**src/asq_map.svh**
```systemverilog
`ifndef ASQ_MAP_SVH
`define ASQ_MAP_SVH

// register byte addresses on the 16-bit special function bus
`define ASQ_CTL_ADDR      11'h43e
`define ASQ_SEL_ADDR      11'h43f
`define ASQ_CFG_ADDR      11'h4b9
// eight result registers at 4b0..4b7: upper address bits of that block
`define ASQ_RES_BASE_HI   8'h96

// control register fields
`define ASQ_CTL_MODE_BIT  2
`define ASQ_CTL_START_BIT 1
`define ASQ_CTL_FLAG_BIT  0

// reset values of the stored registers
`define ASQ_CTL_RESET     3'h0
`define ASQ_SEL_RESET     8'h00
`define ASQ_CFG_RESET     4'h0
`define ASQ_RES_RESET     8'h00

// conversion time per timing setting, in oscillator clocks; entry f first
`define ASQ_CONV_TABLE {8'hb0, 8'hac, 8'h98, 8'h8a, 8'h94, 8'h86, 8'h82, \
  8'h7e, 8'h66, 8'h76, 8'h6a, 8'h66, 8'h62, 8'h52, 8'h4e, 8'h46}
// sampling time per timing setting, in oscillator clocks; entry f first
`define ASQ_SAMP_TABLE {8'h18, 8'h16, 8'h14, 8'h14, 8'h20, 8'h12, 8'h10, \
  8'h0e, 8'h0e, 8'h18, 8'h0c, 8'h0a, 8'h08, 8'h08, 8'h06, 8'h04}

`endif

```
**src/asq_pkg.sv**
```systemverilog
package asq_pkg;

  // scan sequencer states, one-hot
  typedef enum logic [2:0] {
    ASQ_IDLE    = 3'b001,
    ASQ_SAMPLE  = 3'b010,
    ASQ_CONVERT = 3'b100
  } asq_state_t;

  // whole state of the sequencer
  typedef struct packed {
    asq_state_t      fsm;
    logic            mode;
    logic            start;
    logic            flag;
    logic [7:0]      chsel;
    logic [3:0]      tcfg;
    logic [2:0]      chan;
    logic [7:0]      cnt;
    logic [7:0][7:0] res;
    logic [7:0]      rdata;
    logic            irq;
    logic            samp;
    logic            conv;
  } asq_regs_t;

endpackage : asq_pkg

```
**src/asq_scan_sequencer.sv**
```systemverilog
// Behaviour
// - only channels with select bit set convert
// - each result lands in its channel's register
// - writing start bit one begins a scan if any channel is selected
// - single scan converts once, flags at end
// - continuous scan repeats, flags each full pass
// - interrupt needs enables and higher priority
// - completion flag cleared only by software
// - control bit 2 picks continuous or single
// - start bit reads one while scanning
// - start write while busy is ignored
// - writing start bit zero aborts scanning
// - timing field is low four bits
// - conversion time follows sixteen-entry table
// - sampling time follows sixteen-entry table
// - control, select, timing reset to zero
// - unimplemented bits read, reset as zero
// - only low byte of bus is used
`include "asq_map.svh"

module asq_scan_sequencer
  import asq_pkg::*;
(
  input  wire logic        clock,
  input  wire logic        rst_n,
  input  wire logic [10:0] sfr_addr,
  input  wire logic        sfr_wr,
  input  wire logic        sfr_rd,
  input  wire logic [15:0] sfr_wdata,
  output      logic [15:0] sfr_rdata,
  input  wire logic [7:0]  conv_data,
  input  wire logic        converter_irq_enable,
  input  wire logic        global_irq_enable,
  input  wire logic [3:0]  converter_priority,
  input  wire logic [3:0]  running_priority,
  input  wire logic [3:0]  pending_priority,
  output      logic        sample_en,
  output      logic        conv_active,
  output      logic [2:0]  conv_channel,
  output      logic        adc_irq_req
);

  asq_regs_t  st_ff;
  asq_regs_t  nxt_st;
  logic       wr_ctl;
  logic       wr_sel;
  logic       wr_cfg;
  logic [7:0] wbyte;
  logic [3:0] first_sel;
  logic [3:0] next_sel;
  logic [7:0] samp_clks;
  logic [7:0] conv_clks;
  logic       last_chan;

  // search upward for a selected channel; bit 3 says one was found
  function automatic logic [3:0] asq_find(input logic [7:0] mask,
                                          input logic [2:0] from,
                                          input logic       incl);
    logic [3:0] hit;
    hit = 4'h0;
    for (int i = 7; i >= 0; i--) begin
      if (mask[i] && ((i > int'(from)) || incl)) begin
        hit = {1'b1, 3'(i)};
      end
    end
    return hit;
  endfunction : asq_find

  // bus decode; only the low byte of a wide write is used
  assign wbyte  = sfr_wdata[7:0];
  assign wr_ctl = sfr_wr && (sfr_addr == `ASQ_CTL_ADDR);
  assign wr_sel = sfr_wr && (sfr_addr == `ASQ_SEL_ADDR);
  assign wr_cfg = sfr_wr && (sfr_addr == `ASQ_CFG_ADDR);

  // timing lookups indexed by the stored timing field
  localparam logic [127:0] CONV_TAB = `ASQ_CONV_TABLE;
  localparam logic [127:0] SAMP_TAB = `ASQ_SAMP_TABLE;
  assign conv_clks = CONV_TAB[{st_ff.tcfg, 3'b000} +: 8];
  assign samp_clks = SAMP_TAB[{st_ff.tcfg, 3'b000} +: 8];

  // channel search uses the live mask so edits take effect next channel
  assign first_sel = asq_find(st_ff.chsel, 3'h0, 1'b1);
  assign next_sel  = asq_find(st_ff.chsel, st_ff.chan, 1'b0);
  assign last_chan = !next_sel[3];

  // next-state logic for registers, sequencer and interrupt request
  always_comb begin
    nxt_st = st_ff;
    // request needs both enables and priority above running and pending
    nxt_st.irq = st_ff.flag && converter_irq_enable && global_irq_enable
                 && (converter_priority > running_priority)
                 && (converter_priority > pending_priority);
    // register reads answer one cycle later; unused bits read zero
    if (sfr_rd) begin
      nxt_st.rdata = 8'h00;
      if (sfr_addr == `ASQ_CTL_ADDR) begin
        nxt_st.rdata[`ASQ_CTL_MODE_BIT]  = st_ff.mode;
        nxt_st.rdata[`ASQ_CTL_START_BIT] = st_ff.start;
        nxt_st.rdata[`ASQ_CTL_FLAG_BIT]  = st_ff.flag;
      end else if (sfr_addr == `ASQ_SEL_ADDR) begin
        nxt_st.rdata = st_ff.chsel;
      end else if (sfr_addr == `ASQ_CFG_ADDR) begin
        nxt_st.rdata = {4'h0, st_ff.tcfg};
      end else if (sfr_addr[10:3] == `ASQ_RES_BASE_HI) begin
        nxt_st.rdata = st_ff.res[sfr_addr[2:0]];
      end
    end
    // plain register writes; reserved bits are simply not stored
    if (wr_sel) begin
      nxt_st.chsel = wbyte;
    end
    if (wr_cfg) begin
      nxt_st.tcfg = wbyte[3:0];
    end
    if (wr_ctl) begin
      nxt_st.mode = wbyte[`ASQ_CTL_MODE_BIT];
      nxt_st.flag = wbyte[`ASQ_CTL_FLAG_BIT];
    end
    // scan sequencer
    unique case (st_ff.fsm)
      ASQ_IDLE: begin
        // starts are decoded only here, so a busy start is ignored
        // an empty mask leaves nothing to convert, so no start
        if (wr_ctl && wbyte[`ASQ_CTL_START_BIT] && first_sel[3]) begin
          nxt_st.start = 1'b1;
          nxt_st.chan  = first_sel[2:0];
          nxt_st.cnt   = samp_clks - 8'h01;
          nxt_st.samp  = 1'b1;
          nxt_st.fsm   = ASQ_SAMPLE;
        end
      end
      ASQ_SAMPLE: begin
        if (st_ff.cnt == 8'h00) begin
          // conversion time includes the sampling window
          nxt_st.cnt  = conv_clks - samp_clks - 8'h01;
          nxt_st.samp = 1'b0;
          nxt_st.conv = 1'b1;
          nxt_st.fsm  = ASQ_CONVERT;
        end else begin
          nxt_st.cnt = st_ff.cnt - 8'h01;
        end
      end
      ASQ_CONVERT: begin
        if (st_ff.cnt == 8'h00) begin
          // capture in the last convert cycle, once the core has settled
          nxt_st.res[st_ff.chan] = conv_data;
          nxt_st.conv = 1'b0;
          if (!last_chan) begin
            nxt_st.chan = next_sel[2:0];
            nxt_st.cnt  = samp_clks - 8'h01;
            nxt_st.samp = 1'b1;
            nxt_st.fsm  = ASQ_SAMPLE;
          end else begin
            // hardware set outranks a software clear in the same cycle
            nxt_st.flag = 1'b1;
            if (st_ff.mode && first_sel[3]) begin
              nxt_st.chan = first_sel[2:0];
              nxt_st.cnt  = samp_clks - 8'h01;
              nxt_st.samp = 1'b1;
              nxt_st.fsm  = ASQ_SAMPLE;
            end else begin
              nxt_st.start = 1'b0;
              nxt_st.fsm   = ASQ_IDLE;
            end
          end
        end else begin
          nxt_st.cnt = st_ff.cnt - 8'h01;
        end
      end
    endcase
    // a start write while busy is ignored; a zero write aborts
    if (wr_ctl && !wbyte[`ASQ_CTL_START_BIT] && st_ff.start) begin
      nxt_st.start = 1'b0;
      nxt_st.samp  = 1'b0;
      nxt_st.conv  = 1'b0;
      nxt_st.cnt   = 8'h00;
      nxt_st.fsm   = ASQ_IDLE;
    end
  end

  // state register; every stored field resets to zero except fsm, which resets to ASQ_IDLE
  always_ff @(posedge clock or negedge rst_n) begin
    if (!rst_n) begin
      st_ff.fsm   <= ASQ_IDLE;
      {st_ff.mode, st_ff.start, st_ff.flag} <= `ASQ_CTL_RESET;
      st_ff.chsel <= `ASQ_SEL_RESET;
      st_ff.tcfg  <= `ASQ_CFG_RESET;
      st_ff.chan  <= 3'h0;
      st_ff.cnt   <= 8'h00;
      st_ff.res   <= {8{`ASQ_RES_RESET}};
      st_ff.rdata <= 8'h00;
      st_ff.irq   <= 1'b0;
      st_ff.samp  <= 1'b0;
      st_ff.conv  <= 1'b0;
    end else begin
      st_ff <= nxt_st;
    end
  end

  // outputs straight from flops; upper read byte is a constant zero
  assign sfr_rdata    = {8'h00, st_ff.rdata};
  assign sample_en    = st_ff.samp;
  assign conv_active  = st_ff.conv;
  assign conv_channel = st_ff.chan;
  assign adc_irq_req  = st_ff.irq;

  // helper: cycles spent in the current sampling window
  logic [7:0] samp_run_ff;
  always_ff @(posedge clock or negedge rst_n) begin
    if (!rst_n) begin
      samp_run_ff <= 8'h00;
    end else begin
      samp_run_ff <= st_ff.samp ? samp_run_ff + 8'h01 : 8'h00;
    end
  end
endmodule : asq_scan_sequencer

```
**config.mk**
```make
export PLATFORM = sky130hd
export DESIGN_NAME = asq_scan_sequencer
export DESIGN_NICKNAME = d
export VERILOG_FILES = /design/src/asq_pkg.sv /design/src/asq_scan_sequencer.sv
export VERILOG_INCLUDE_DIRS = /design/src
export SDC_FILE = /design/constraint.sdc
export NUM_CORES = 1
export LEC_CHECK = 0
export ABC_AREA = 1
export BUFFER_PORTS_ARGS = -buffer_cell sky130_fd_sc_hd__buf_2
export CAP_MARGIN = 10
export CORE_MARGIN = 5
export CORE_UTILIZATION = 45
export DETAILED_ROUTE_END_ITERATION = 7
export PLACE_DENSITY = 0.75
export SYNTH_ARGS = -nofsm -noshare
export SYNTH_HDL_FRONTEND = slang
export SYNTH_SLANG_ARGS = --single-unit
```
**constraint.sdc**
```tcl
create_clock -name clock -period 2.8 [get_ports clock]
set_input_delay 0.56 -clock clock [delete_from_list [all_inputs] [get_ports clock]]
set_output_delay 0.56 -clock clock [all_outputs]
set_load 0.01 [all_outputs]
```
# ---- Word-level counts from Yosys, hierarchy flattened
# Index checks and enable logic that the tools add are counted.
dict set report word_totals {
  wordCells 143
  ff_bits 104
  out_inout_bits 22
  in_bits 53
}
dict set report classes {
  mux 56
  n_eq_ne 17
  magnitude_cmp 12
  add_sub_neg 4
  n_reduce_logical 32
  shifts 2
}
# operator n
set op_table {}
lappend op_table {{indexed part select 128 x 8 -> 8 bit (first input constant)} 2}
lappend op_table {{bitwise mux 64 bit} 1}
lappend op_table {{two-way mux 8 bit} 8}
lappend op_table {{two-way mux 4 bit} 15}
lappend op_table {{== test 11 bit (second input constant)} 3}
lappend op_table {{two-way mux 11 bit} 3}
lappend op_table {{binary-select mux 8 bit (select 3 bit)} 1}
lappend op_table {{demux 8 bit (select 3 bit)} 1}
lappend op_table {{case mux 8 bit (3 select lines)} 1}
lappend op_table {{subtractor 8 x 1 -> 8 bit (second input constant)} 3}
lappend op_table {{two-way mux 3 bit} 7}
lappend op_table {{logical AND 1 bit} 20}
lappend op_table {{!= test 3 bit (second input constant)} 6}
lappend op_table {{greater-than comparator 3 bit (first input constant)} 4}
lappend op_table {{two-way mux 2 bit} 6}
lappend op_table {{case mux 3 bit (3 select lines)} 1}
lappend op_table {{== test 8 bit (second input constant)} 1}
lappend op_table {{greater-than comparator 4 bit} 2}
lappend op_table {{logical NOT 8 bit} 1}
lappend op_table {{less-than comparator 3 x 4 -> 1 bit (second input constant)} 2}
lappend op_table {{AND reduction 4 bit} 2}
lappend op_table {{subtractor 8 bit} 1}
lappend op_table {{two-way mux 1 bit} 7}
lappend op_table {{greater-than comparator 2 x 3 -> 1 bit (first input constant)} 2}
lappend op_table {{18 further kinds} 23}

# ---- Longest topological paths before layout
# Gate-level depths: netlist of the first run.
dict set report depth {
  word_depth 14
  depth_mapped 17
}

# ---- Worst setup path after synthesis of the first run
# No wires, ideal clock.
dict set report synth_path {
  path_kind {register to register}
  start {register st_ff[86] in the netlist's numbering}
  end {register st_ff[81] in the netlist's numbering}
  stages_incl_launch_ff 16
  required_ns 2.684
  arrival_ns 2.278
  slack_ns 0.406
  setup_ns 0.116
  path_buffers 0
  cell_sequence {dfrtp_1 > inv_1 > ha_1 > inv_1 > o21ai_0 > o21ai_0 > ha_1 > nand3_1 > nand2_1 > nand2_1 > nand2_1 > or2_2 > nand3_1 > nand3_1 > nand2_1 > nand2_1}
}
dict set report synth_between {
  elab_chain_cells 7
}
# element line_no
set synth_rtl {}
lappend synth_rtl {{from (decl)} asq_scan_sequencer.sv:43} ;# asq_regs_t st_ff;
lappend synth_rtl {{from (signal assigned)} asq_scan_sequencer.sv:196} ;# st_ff <= nxt_st;
lappend synth_rtl {{parallel branches: the longest is 5 deep, another holds subtractor 8 bit} -}
lappend synth_rtl {{case mux 8 bit (3 select lines) *} asq_scan_sequencer.sv:120} ;# unique case (st_ff.fsm)
lappend synth_rtl {{two-way mux 8 bit *} asq_scan_sequencer.sv:172} ;# if (wr_ctl && !wbyte[`ASQ_CTL_START_BIT] && st_ff.start) begin
# Mark *: on every way between the ends. The select of a mux whose other input is x is not followed.
# A chain may end at the register's enable or synchronous reset.

# ---- Final worst setup path of the first run
dict set report layout_path {
  start {register st_ff[86] in the netlist's numbering}
  end {register st_ff[80] in the netlist's numbering}
}
# The elaborated chain is that of the path after synthesis.

==> results of run 1 <==
==> timing repair <==
| action | 4_1_cts | 5_1_grt |
|---|---|---|
| endpoints found under the hold margin | 0 | 0 |
| resized for setup | 0 | 4 |
| endpoints found under the setup margin | 0 | 3 |
| setup buffers | 0 | 1 |
==> area by class of cell <==
cell class	instances	area [um^2]
clock inverters	6	61.3
multi-input cells	615	3190
fillers	1367	6840
well taps	180	225
clock buffers	10	229
flip-flops and latches	104	2610
repair buffers	78	443
inverters	92	345
==> worst max path at each step <==
stage                     end  cells after the start
finish              st_ff[80]                     16
global route        st_ff[80]                     16
CTS                 st_ff[80]                     14
detailed placement  st_ff[80]                     14
global placement    st_ff[81]                     15
floorplan           st_ff[81]                     15
==> cells by family after synthesis <==
logic type,synth area share [%]
buffers and inverters,9.84
XOR/XNOR,0.822
AO/OA/AOI/OAI,16.0
flip-flops,40.7
AND/OR/NAND/NOR,27.1
other,0.0586
multiplexers,0.704
adder cells (fa/ha/maj),4.81
==> state kept, by name (all words and copies together) (netlist names) <==
signal        count
conv_active       1
st_ff            90
sample_en         1
conv_channel      3
sfr_rdata         8
adc_irq_req       1
==> metrics by stage <==
stage / hold WS, ns / utilization (%) / power, mW / setup WS, ns
after floorplan: 0.264 / - / 2.54 / 0.406
after global routing: 0.261 / 50.9 / 4.30 / 0.0480
final: 0.211 / 50.9 / 4.06 / 0.298
after global placement: 0.455 / 48.8 / 2.81 / 0.240
after CTS: 0.227 / 50.9 / 4.08 / 0.150
after detailed placement: 0.459 / 48.8 / 2.83 / 0.167
==> worst register-to-register path, cell delays in order (launching register included) <==
cell and delay [ns]:
dfrtp_1 0.38, inv_2 0.08, ha_1 0.32, nand2_1 0.07, nand2_1 0.05, nand2_1 0.05, nand2_1 0.14, ha_1 0.27
fa_1 0.41, nand3_1 0.09, nand2_1 0.08, xnor2_1 0.13, o21ai_0 0.14, nand2_1 0.08, nand2_1 0.07, nand2_1 0.04
nand2_1 0.05
==> power breakdown <==
group / total [mW] / switching (mW) / internal (mW)
combinational: 1.04 / 0.682 / 0.363
clock: 1.24 / 0.616 / 0.628
sequential: 1.77 / 0.120 / 1.65
==> per-layer routing <==
| layer | vias to the layer above | share of wire (%) | track usage [%] |
|---|---|---|---|
| met5 | - | 0 | 0 |
| met4 | 0 | 1.9 | 6.11 |
| met1 | 2767 | 44 | 27.1 |
| met3 | 29 | 5.5 | 4.82 |
| li1 | 2859 | - | - |
| met2 | 167 | 49 | 32.6 |
==> cells in the final DEF, fill, tap and decap left out, types with 14 or more instances in the layout <==
master / n
inv_1: 83
nor2_1: 58
o21ai_0: 95
nand3_1: 40
a21oi_1: 18
buf_4: 21
o211ai_1: 15
dfrtp_1: 102
o21ai_2: 14
nand2_1: 255
ha_1: 23
buf_2: 57
==> reports/qor.txt, run 1 <==
Worst Setup Path Type: flip-flop to flip-flop
R2r endpoint: st_ff[80]
RSZ-0062 raised after global routing: false
Crit path cell chain: inv_2, ha_1, nand2_1, nand2_1, nand2_1, nand2_1, ha_1, fa_1, nand3_1, nand2_1, xnor2_1, o21ai_0, nand2_1, nand2_1, nand2_1, nand2_1
Period utilization: 89.3%
Die area: 0.0167 mm^2
CTS Sinks: 104
Max-slew headroom: 56.2%
Post-synth top area cell: dfrtp_1
Synth warn: 0
Placement Rows: 43
Final nets: 977
First-pass GRT wire length: 26.7 mm
CTS Buf Count: 9
Fmax: 0.400 GHz
FF-to-FF setup slack: 0.30 ns
Max rail drop VDD: 446 uV
H-tree depth: 3
Clock Latency Late Sink: 0.36 ns
Post-synth top cells: nand2_1, dfrtp_1, o21ai_0
Worst reg2reg startpoint: st_ff[86]
IO Port Bufs: 58
Gpl congestion: 0.920
Via density: 5.37
Max incr delay on CP: 0.41 ns
Synth unique cells: 44
CTS root buf: clkbuf_16
Clk slew on worst S/H paths: 0.07 ns
Crit. Startpoint: st_ff[86]
Final Cell Area: 0.00710 mm^2
#FFs+latches synth: 104
CTS tree: built
Arrival @ worst endpoint: 2.80 ns
Post-synth EDFFs: 0
Die height: 129 um
Setup crit end kind: flip-flop
Starting Density: 45.9%
Finished Layout Cells: 1085
Layout cells sized above 1: 16.1%
Reg2Reg Depth: 16
Seq/Total Area, Yosys: 40.7%
Detail Route Antenna Nets: 0
Cts hold-fix bufs: 0
TritonRoute pass-1 iters: 5
Post-DP HPWL: 11.7 mm
Total GRT Usage: 20.2%
Die width: 129 um
Post-route DRC: 0
Least-Margin Pin Slew: 0.657 ns
N_diodes: 0
Vias in the first global route: 5394
Top cells by area, synth: dfrtp_1, nand2_1, o21ai_0, inv_1, ha_1
GRT overflow: 0
Cell family with most CP delay: adder cells
Top-area cell type share of the netlist area: 40.3%
Worst path bufs/invs: 1
WL per Instance: 14.9 um
Worst Setup Start Kind: flip-flop
Core area: 0.0139 mm^2
Required time of the critical path: 3.10 ns
Max Slew Vio Count: 0
P&R area growth vs syn: 11.0%
Post-synth ARST share: 100%
Tmin final: 2.50 ns
Layout Skew: 0.0108 ns
Hold Crit Class: primary input to async pin
Syn Area/Cell: 7.58 um^2
Slowest-stage cell, CP: fa_1
Final setup violation count: 0
Ys flop type: dfrtp_1
Detailed router's first-iteration violation count: 399
Antenna violations before repair: 0
Most frequent CP cell: nand2_1
Placed cells: 1068
Final WL: 16.1 mm
Most common cell in the netlist: nand2_1
Total Neg Setup Slack: 0 ns
Post-DP Area: 0.00680 mm^2
Largest net degree at the start of global routing: 48
Static Leak: 3.69 nW
P per Cell Area: 572 mW/mm^2
Post-Syn Area: 0.00640 mm^2
Synth Instances: 844
Max-cap violation count: 0
Max clock buf depth: 2
Routed vias: 5822
I/O Pins: 75
Critical Path Fanout Max: 5
Final Hold Fails: 0
Status: complete, no violations
Note: power is estimated with default switching activity, not from simulation.
==> inputs of run 2 (changes only) <==
CORE_UTILIZATION = 35   (was 45)
PLACE_DENSITY = 0.63   (was 0.75)
TNS_END_PERCENT = 1   (was default)
==> reports/qor.txt, run 2 (synthesized netlist as in run 1, its figures left out) <==
Max-cap violation count: 0
CTS Buf Count: 9
Most flop-heavy register: st_ff
Least-Margin Pin Slew: 0.496 ns
Max-slew headroom: 66.7%
P per Cell Area: 568 mW/mm^2
Fillers: 1884
N_diodes: 0
Comb pwr share: 25.5%
Vias in the first global route: 5539
Max Slew Vio Count: 0
Max reg flops: 90
I/O Pins: 75
Antenna violations before repair: 0
Setup crit end kind: flip-flop
H-tree depth: 3
Period utilization: 89.1%
Total GRT Usage: 15.8%
Switching pwr: 1.43 mW
Final nets: 976
Largest net degree at the start of global routing: 80
Critical Path Fanout Max: 5
Layout cells sized above 1: 15.8%
Fmax: 0.401 GHz
Die height: 145 um
Crit path cell chain: inv_1, ha_1, or2_2, nand2_1, nand2_1, inv_1, ha_1, a21oi_1, nand2_1, nand2_1, nand2_1, or2_2, nand3_1, nand3_1, nand2_1, nand2_1
Pint: 2.64 mW
Fin Hold WS: 0.119 ns
Tmin final: 2.50 ns
Worst Setup Start Kind: flip-flop
Most frequent cells in the layout: nand2_1, dfrtp_1, o21ai_0
Core area: 0.0180 mm^2
Routed vias: 5605
Arrival @ worst endpoint: 2.74 ns
Clock Latency Late Sink: 0.36 ns
First-pass GRT wire length: 27.6 mm
CTS root buf: clkbuf_16
Post-DP HPWL: 12.0 mm
GRT overflow: 0
Switch share: 35.1%
CTS tree: built
IO Port Bufs: 58
P&R area growth vs syn: 12.1%
Post-route DRC: 0
Worst Setup Path Type: flip-flop to flip-flop
Total Neg Setup Slack: 0 ns
Most common cell after layout, fill and taps aside: nand2_1
Most frequent CP cell: nand2_1
Required time of the critical path: 3.05 ns
DP Worst Slack: 0.331 ns
TritonRoute pass-1 iters: 5
Clock power share: 31.1%
Slowest-stage cell, CP: dfrtp_1
Hold Crit Class: primary input to async pin
Final WL: 16.2 mm
Layout Skew: 0.00923 ns
Die width: 145 um
Static Leak: 3.70 nW
Via density: 4.95
Final Hold Fails: 0
Register Area: 0.00260 mm^2
Gpl congestion: 0.845
Die area: 0.0211 mm^2
Placement Rows: 49
Clk slew on worst S/H paths: 0.08 ns
Sequential share of power: 43.4%
Status: complete, no violations
Cell family with most CP delay: simple AND/OR/NAND/NOR gates
Max clock buf depth: 2
CTS Sinks: 104
Footprint of the multi-input gates: 0.00319 mm^2
Detail Route Antenna Nets: 0
RSZ-0062 raised after global routing: false
Max rail drop VDD: 333 uV
WL per Instance: 14.3 um
Starting Density: 35.6%
Worst path bufs/invs: 2
Fin worst setup slack: 0.304 ns
Max incr delay on CP: 0.35 ns
Final setup violation count: 0
Detailed router's first-iteration violation count: 394
run 2: cell count changes in the layout (fill, tap and decap cells not counted), sizes merged:
cell	change
clkinv	-1
clkbuf	-1
inv	+2
buf	-1
run 2: layout make-up:
class,instances,area share [%]
Sequential cell,104,36.3
Tap cell,229,4.00
Clock buffer,9,3.14
Inverter,92,4.82
Timing Repair Buffer,77,6.25
Clock inverter,7,0.977
Multi-Input combinational cell,615,44.5
run 2: repair_timing:
item | 4_1_cts | 5_1_grt
hold buffers | 0 | 0
endpoints found under the setup margin | 0 | 2
endpoints found under the hold margin | 0 | 0
resized for setup | 0 | 1
setup buffers | 0 | 0
run 2: worst paths after layout:
| check | from | slack (ns) | endpoint | cells past startpoint |
|---|---|---|---|---|
| min in group clock | sfr_rd | 0.45 | sfr_rdata[7] | 3 |
| max in group asynchronous | rst_n | 1.94 | st_ff[22] | 2 |
| setup / recovery | st_ff[86] | 0.30 | st_ff[81] | 16 |
| setup reg to reg | st_ff[86] | 0.30 | st_ff[81] | 16 |
| hold reg to reg | sample_en | 0.47 | sample_en | 2 |
| hold / removal | rst_n | 0.12 | st_ff[89] | 1 |
run 2: worst register-to-register path, cell delays in order (launching register included):
cell and delay, ns:
dfrtp_1 0.35, inv_1 0.10, ha_1 0.20, or2_2 0.27
nand2_1 0.07, nand2_1 0.10, inv_1 0.13, ha_1 0.29
a21oi_1 0.14, nand2_1 0.09, nand2_1 0.07, nand2_1 0.05
or2_2 0.27, nand3_1 0.09, nand3_1 0.08, nand2_1 0.07
nand2_1 0.05
run 2: per-stage QoR:
step                total power, mW  std cells  utilization, %  area [um^2]
finish                         4.07       1133            39.9         7170
global route                   4.38       1133            39.9         7170
CTS                            4.11       1133            39.9         7170
detailed placement             2.84       1117            38.3         6870
global placement               2.83       1117            38.3         6870
floorplan                      2.54        851               -         6420
run 2: metal layers:
layer	share of wire (%)	track usage, %	wire length, um
met1	46	21.0	7540
met2	47	25.9	7650
met3	4.1	3.31	671
met4	2.3	4.94	374
met5	0	0	0
run 2: power groups by stage:
stage               Clock, mW  Sequential (mW)  Combinational, mW
floorplan                   0             1.77              0.772
global placement            0             1.79               1.03
detailed placement          0             1.79               1.05
CTS                      1.29             1.77               1.05
global route             1.36             1.79               1.23
finish                   1.27             1.77               1.04
==> inputs of run 3 (changes only) <==
CORE_UTILIZATION = 24   (was 35)
PLACE_DENSITY = 0.51   (was 0.63)
==> reports/qor.txt, run 3 (synthesized netlist as in run 1, its figures left out) <==
CTS root buf: clkbuf_16
Layout Skew: 0.0120 ns
Max clock buf depth: 2
Total GRT Usage: 12.0%
Fillers: 2926
Hold Crit Class: primary input to async pin
Max-slew headroom: 60.1%
Fin worst setup slack: 0.255 ns
Placed cells: 1224
FF-to-FF setup slack: 0.25 ns
P&R area growth vs syn: 14.2%
Status: complete, no violations
Least-Margin Pin Slew: 0.599 ns
Cts hold-fix bufs: 0
GRT overflow: 0
Gpl congestion: 0.814
Die height: 173 um
Core area: 0.0261 mm^2
CTS tree: built
I/O Pins: 75
CTS Buf Count: 9
Clock Latency Late Sink: 0.36 ns
Tmin final: 2.55 ns
Die area: 0.0300 mm^2
CTS Sinks: 104
Post-DP HPWL: 13.5 mm
Starting Density: 24.5%
Layout cells sized above 1: 16.2%
Static Leak: 3.70 nW
Most frequent cells in the layout: nand2_1, dfrtp_1, o21ai_0
WL per Instance: 14.5 um
Vias in the first global route: 5438
Final Hold Fails: 0
Period utilization: 90.9%
Required time of the critical path: 3.09 ns
Max rail drop VDD: 334 uV
Clk slew on worst S/H paths: 0.07 ns
Worst Setup Path Type: flip-flop to flip-flop
P per Cell Area: 556 mW/mm^2
Fmax: 0.393 GHz
Placement Rows: 59
Max Slew Vio Count: 0
Most common cell after layout, fill and taps aside: nand2_1
Via density: 4.52
PnR Total Power: 4.06 mW
IO Port Bufs: 58
Detailed router's first-iteration violation count: 281
Post-route DRC: 0
Routed vias: 5602
Arrival @ worst endpoint: 2.84 ns
Final WL: 18.0 mm
Die width: 173 um
Final setup violation count: 0
Total Neg Setup Slack: 0 ns
H-tree depth: 3
First-pass GRT wire length: 29.1 mm
Detail Route Antenna Nets: 0
N_diodes: 0
Max-cap violation count: 0
Largest net degree at the start of global routing: 43
Critical Path Fanout Max: 5
Antenna violations before repair: 0
TritonRoute pass-1 iters: 5
Finished Layout Cells: 1240
Worst Setup Start Kind: flip-flop
DP Worst Slack: 0.105 ns
Final nets: 978
Most flop-heavy register: st_ff
RSZ-0062 raised after global routing: false
Setup crit end kind: flip-flop
Max reg flops: 90
==> run 3: cell count changes in the layout (fill, tap and decap cells not counted), sizes merged <==
cell | previous run | this run
buf | 77 | 79
clkinv | 5 | 3
inv | 94 | 95
==> run 3: path summary, 6_finish.rpt <==
| check | start | end | cells after the start |
|---|---|---|---|
| setup / recovery | st_ff[87] | st_ff[80] | 14 |
| setup reg to reg | st_ff[87] | st_ff[80] | 14 |
| min in group clock | converter_irq_enable | adc_irq_req | 3 |
| max in group asynchronous | rst_n | st_ff[26] | 2 |
| hold / removal | rst_n | st_ff[80] | 1 |
| hold reg to reg | sample_en | sample_en | 2 |
==> run 3: metrics by stage <==
stage | hold slack [ns] | area [um^2] | util [%]
floorplan | 0.264 | 6420 | -
global placement | 0.459 | 7010 | 26.8
detailed placement | 0.458 | 7010 | 26.8
CTS | 0.231 | 7290 | 27.9
global route | 0.261 | 7300 | 28.0
finish | 0.212 | 7300 | 28.0
==> run 3: repair_timing <==
item	4_1_cts	5_1_grt
endpoints found under the hold margin	0	0
buffers inserted	0	1
resized for setup	0	4
setup endpoints to repair	0	4
==> run 3: final cells by class <==
type | count | area, um^2 | area share (%)
clock buffers | 9 | 225 | 3.08
clock inverters | 6 | 55.1 | 0.754
inverters | 92 | 345 | 4.73
multi-input cells | 615 | 3190 | 43.7
flip-flops and latches | 104 | 2600 | 35.6
well taps | 335 | 419 | 5.74
repair buffers | 79 | 463 | 6.34
==> run 3: worst max-delay path: stages (launching register included) <==
cell and delay (ns):
dfrtp_1 0.43, inv_2 0.13, ha_1 0.20, inv_1 0.06
o21ai_0 0.23, o21ai_1 0.24, fa_1 0.50, nand3_1 0.09
nand2_1 0.08, xnor2_1 0.13, o21ai_0 0.16, nand2_1 0.08
nand2_1 0.07, nand2_1 0.04, nand2_1 0.05
==> run 3: power by group <==
group          internal [mW]  total (mW)  switching (mW)
Sequential              1.65        1.78           0.129
Clock                  0.622        1.23           0.610
Combinational          0.365        1.05           0.689
Total                   2.63        4.06            1.43
==> run 3: metal layers <==
metal	global-route usage (%)	routed length, um	part of all wire [%]
met5	0	0	0
met4	3.13	323	1.8
met3	2.42	661	3.7
met2	20.5	8700	48
met1	15.7	8350	46
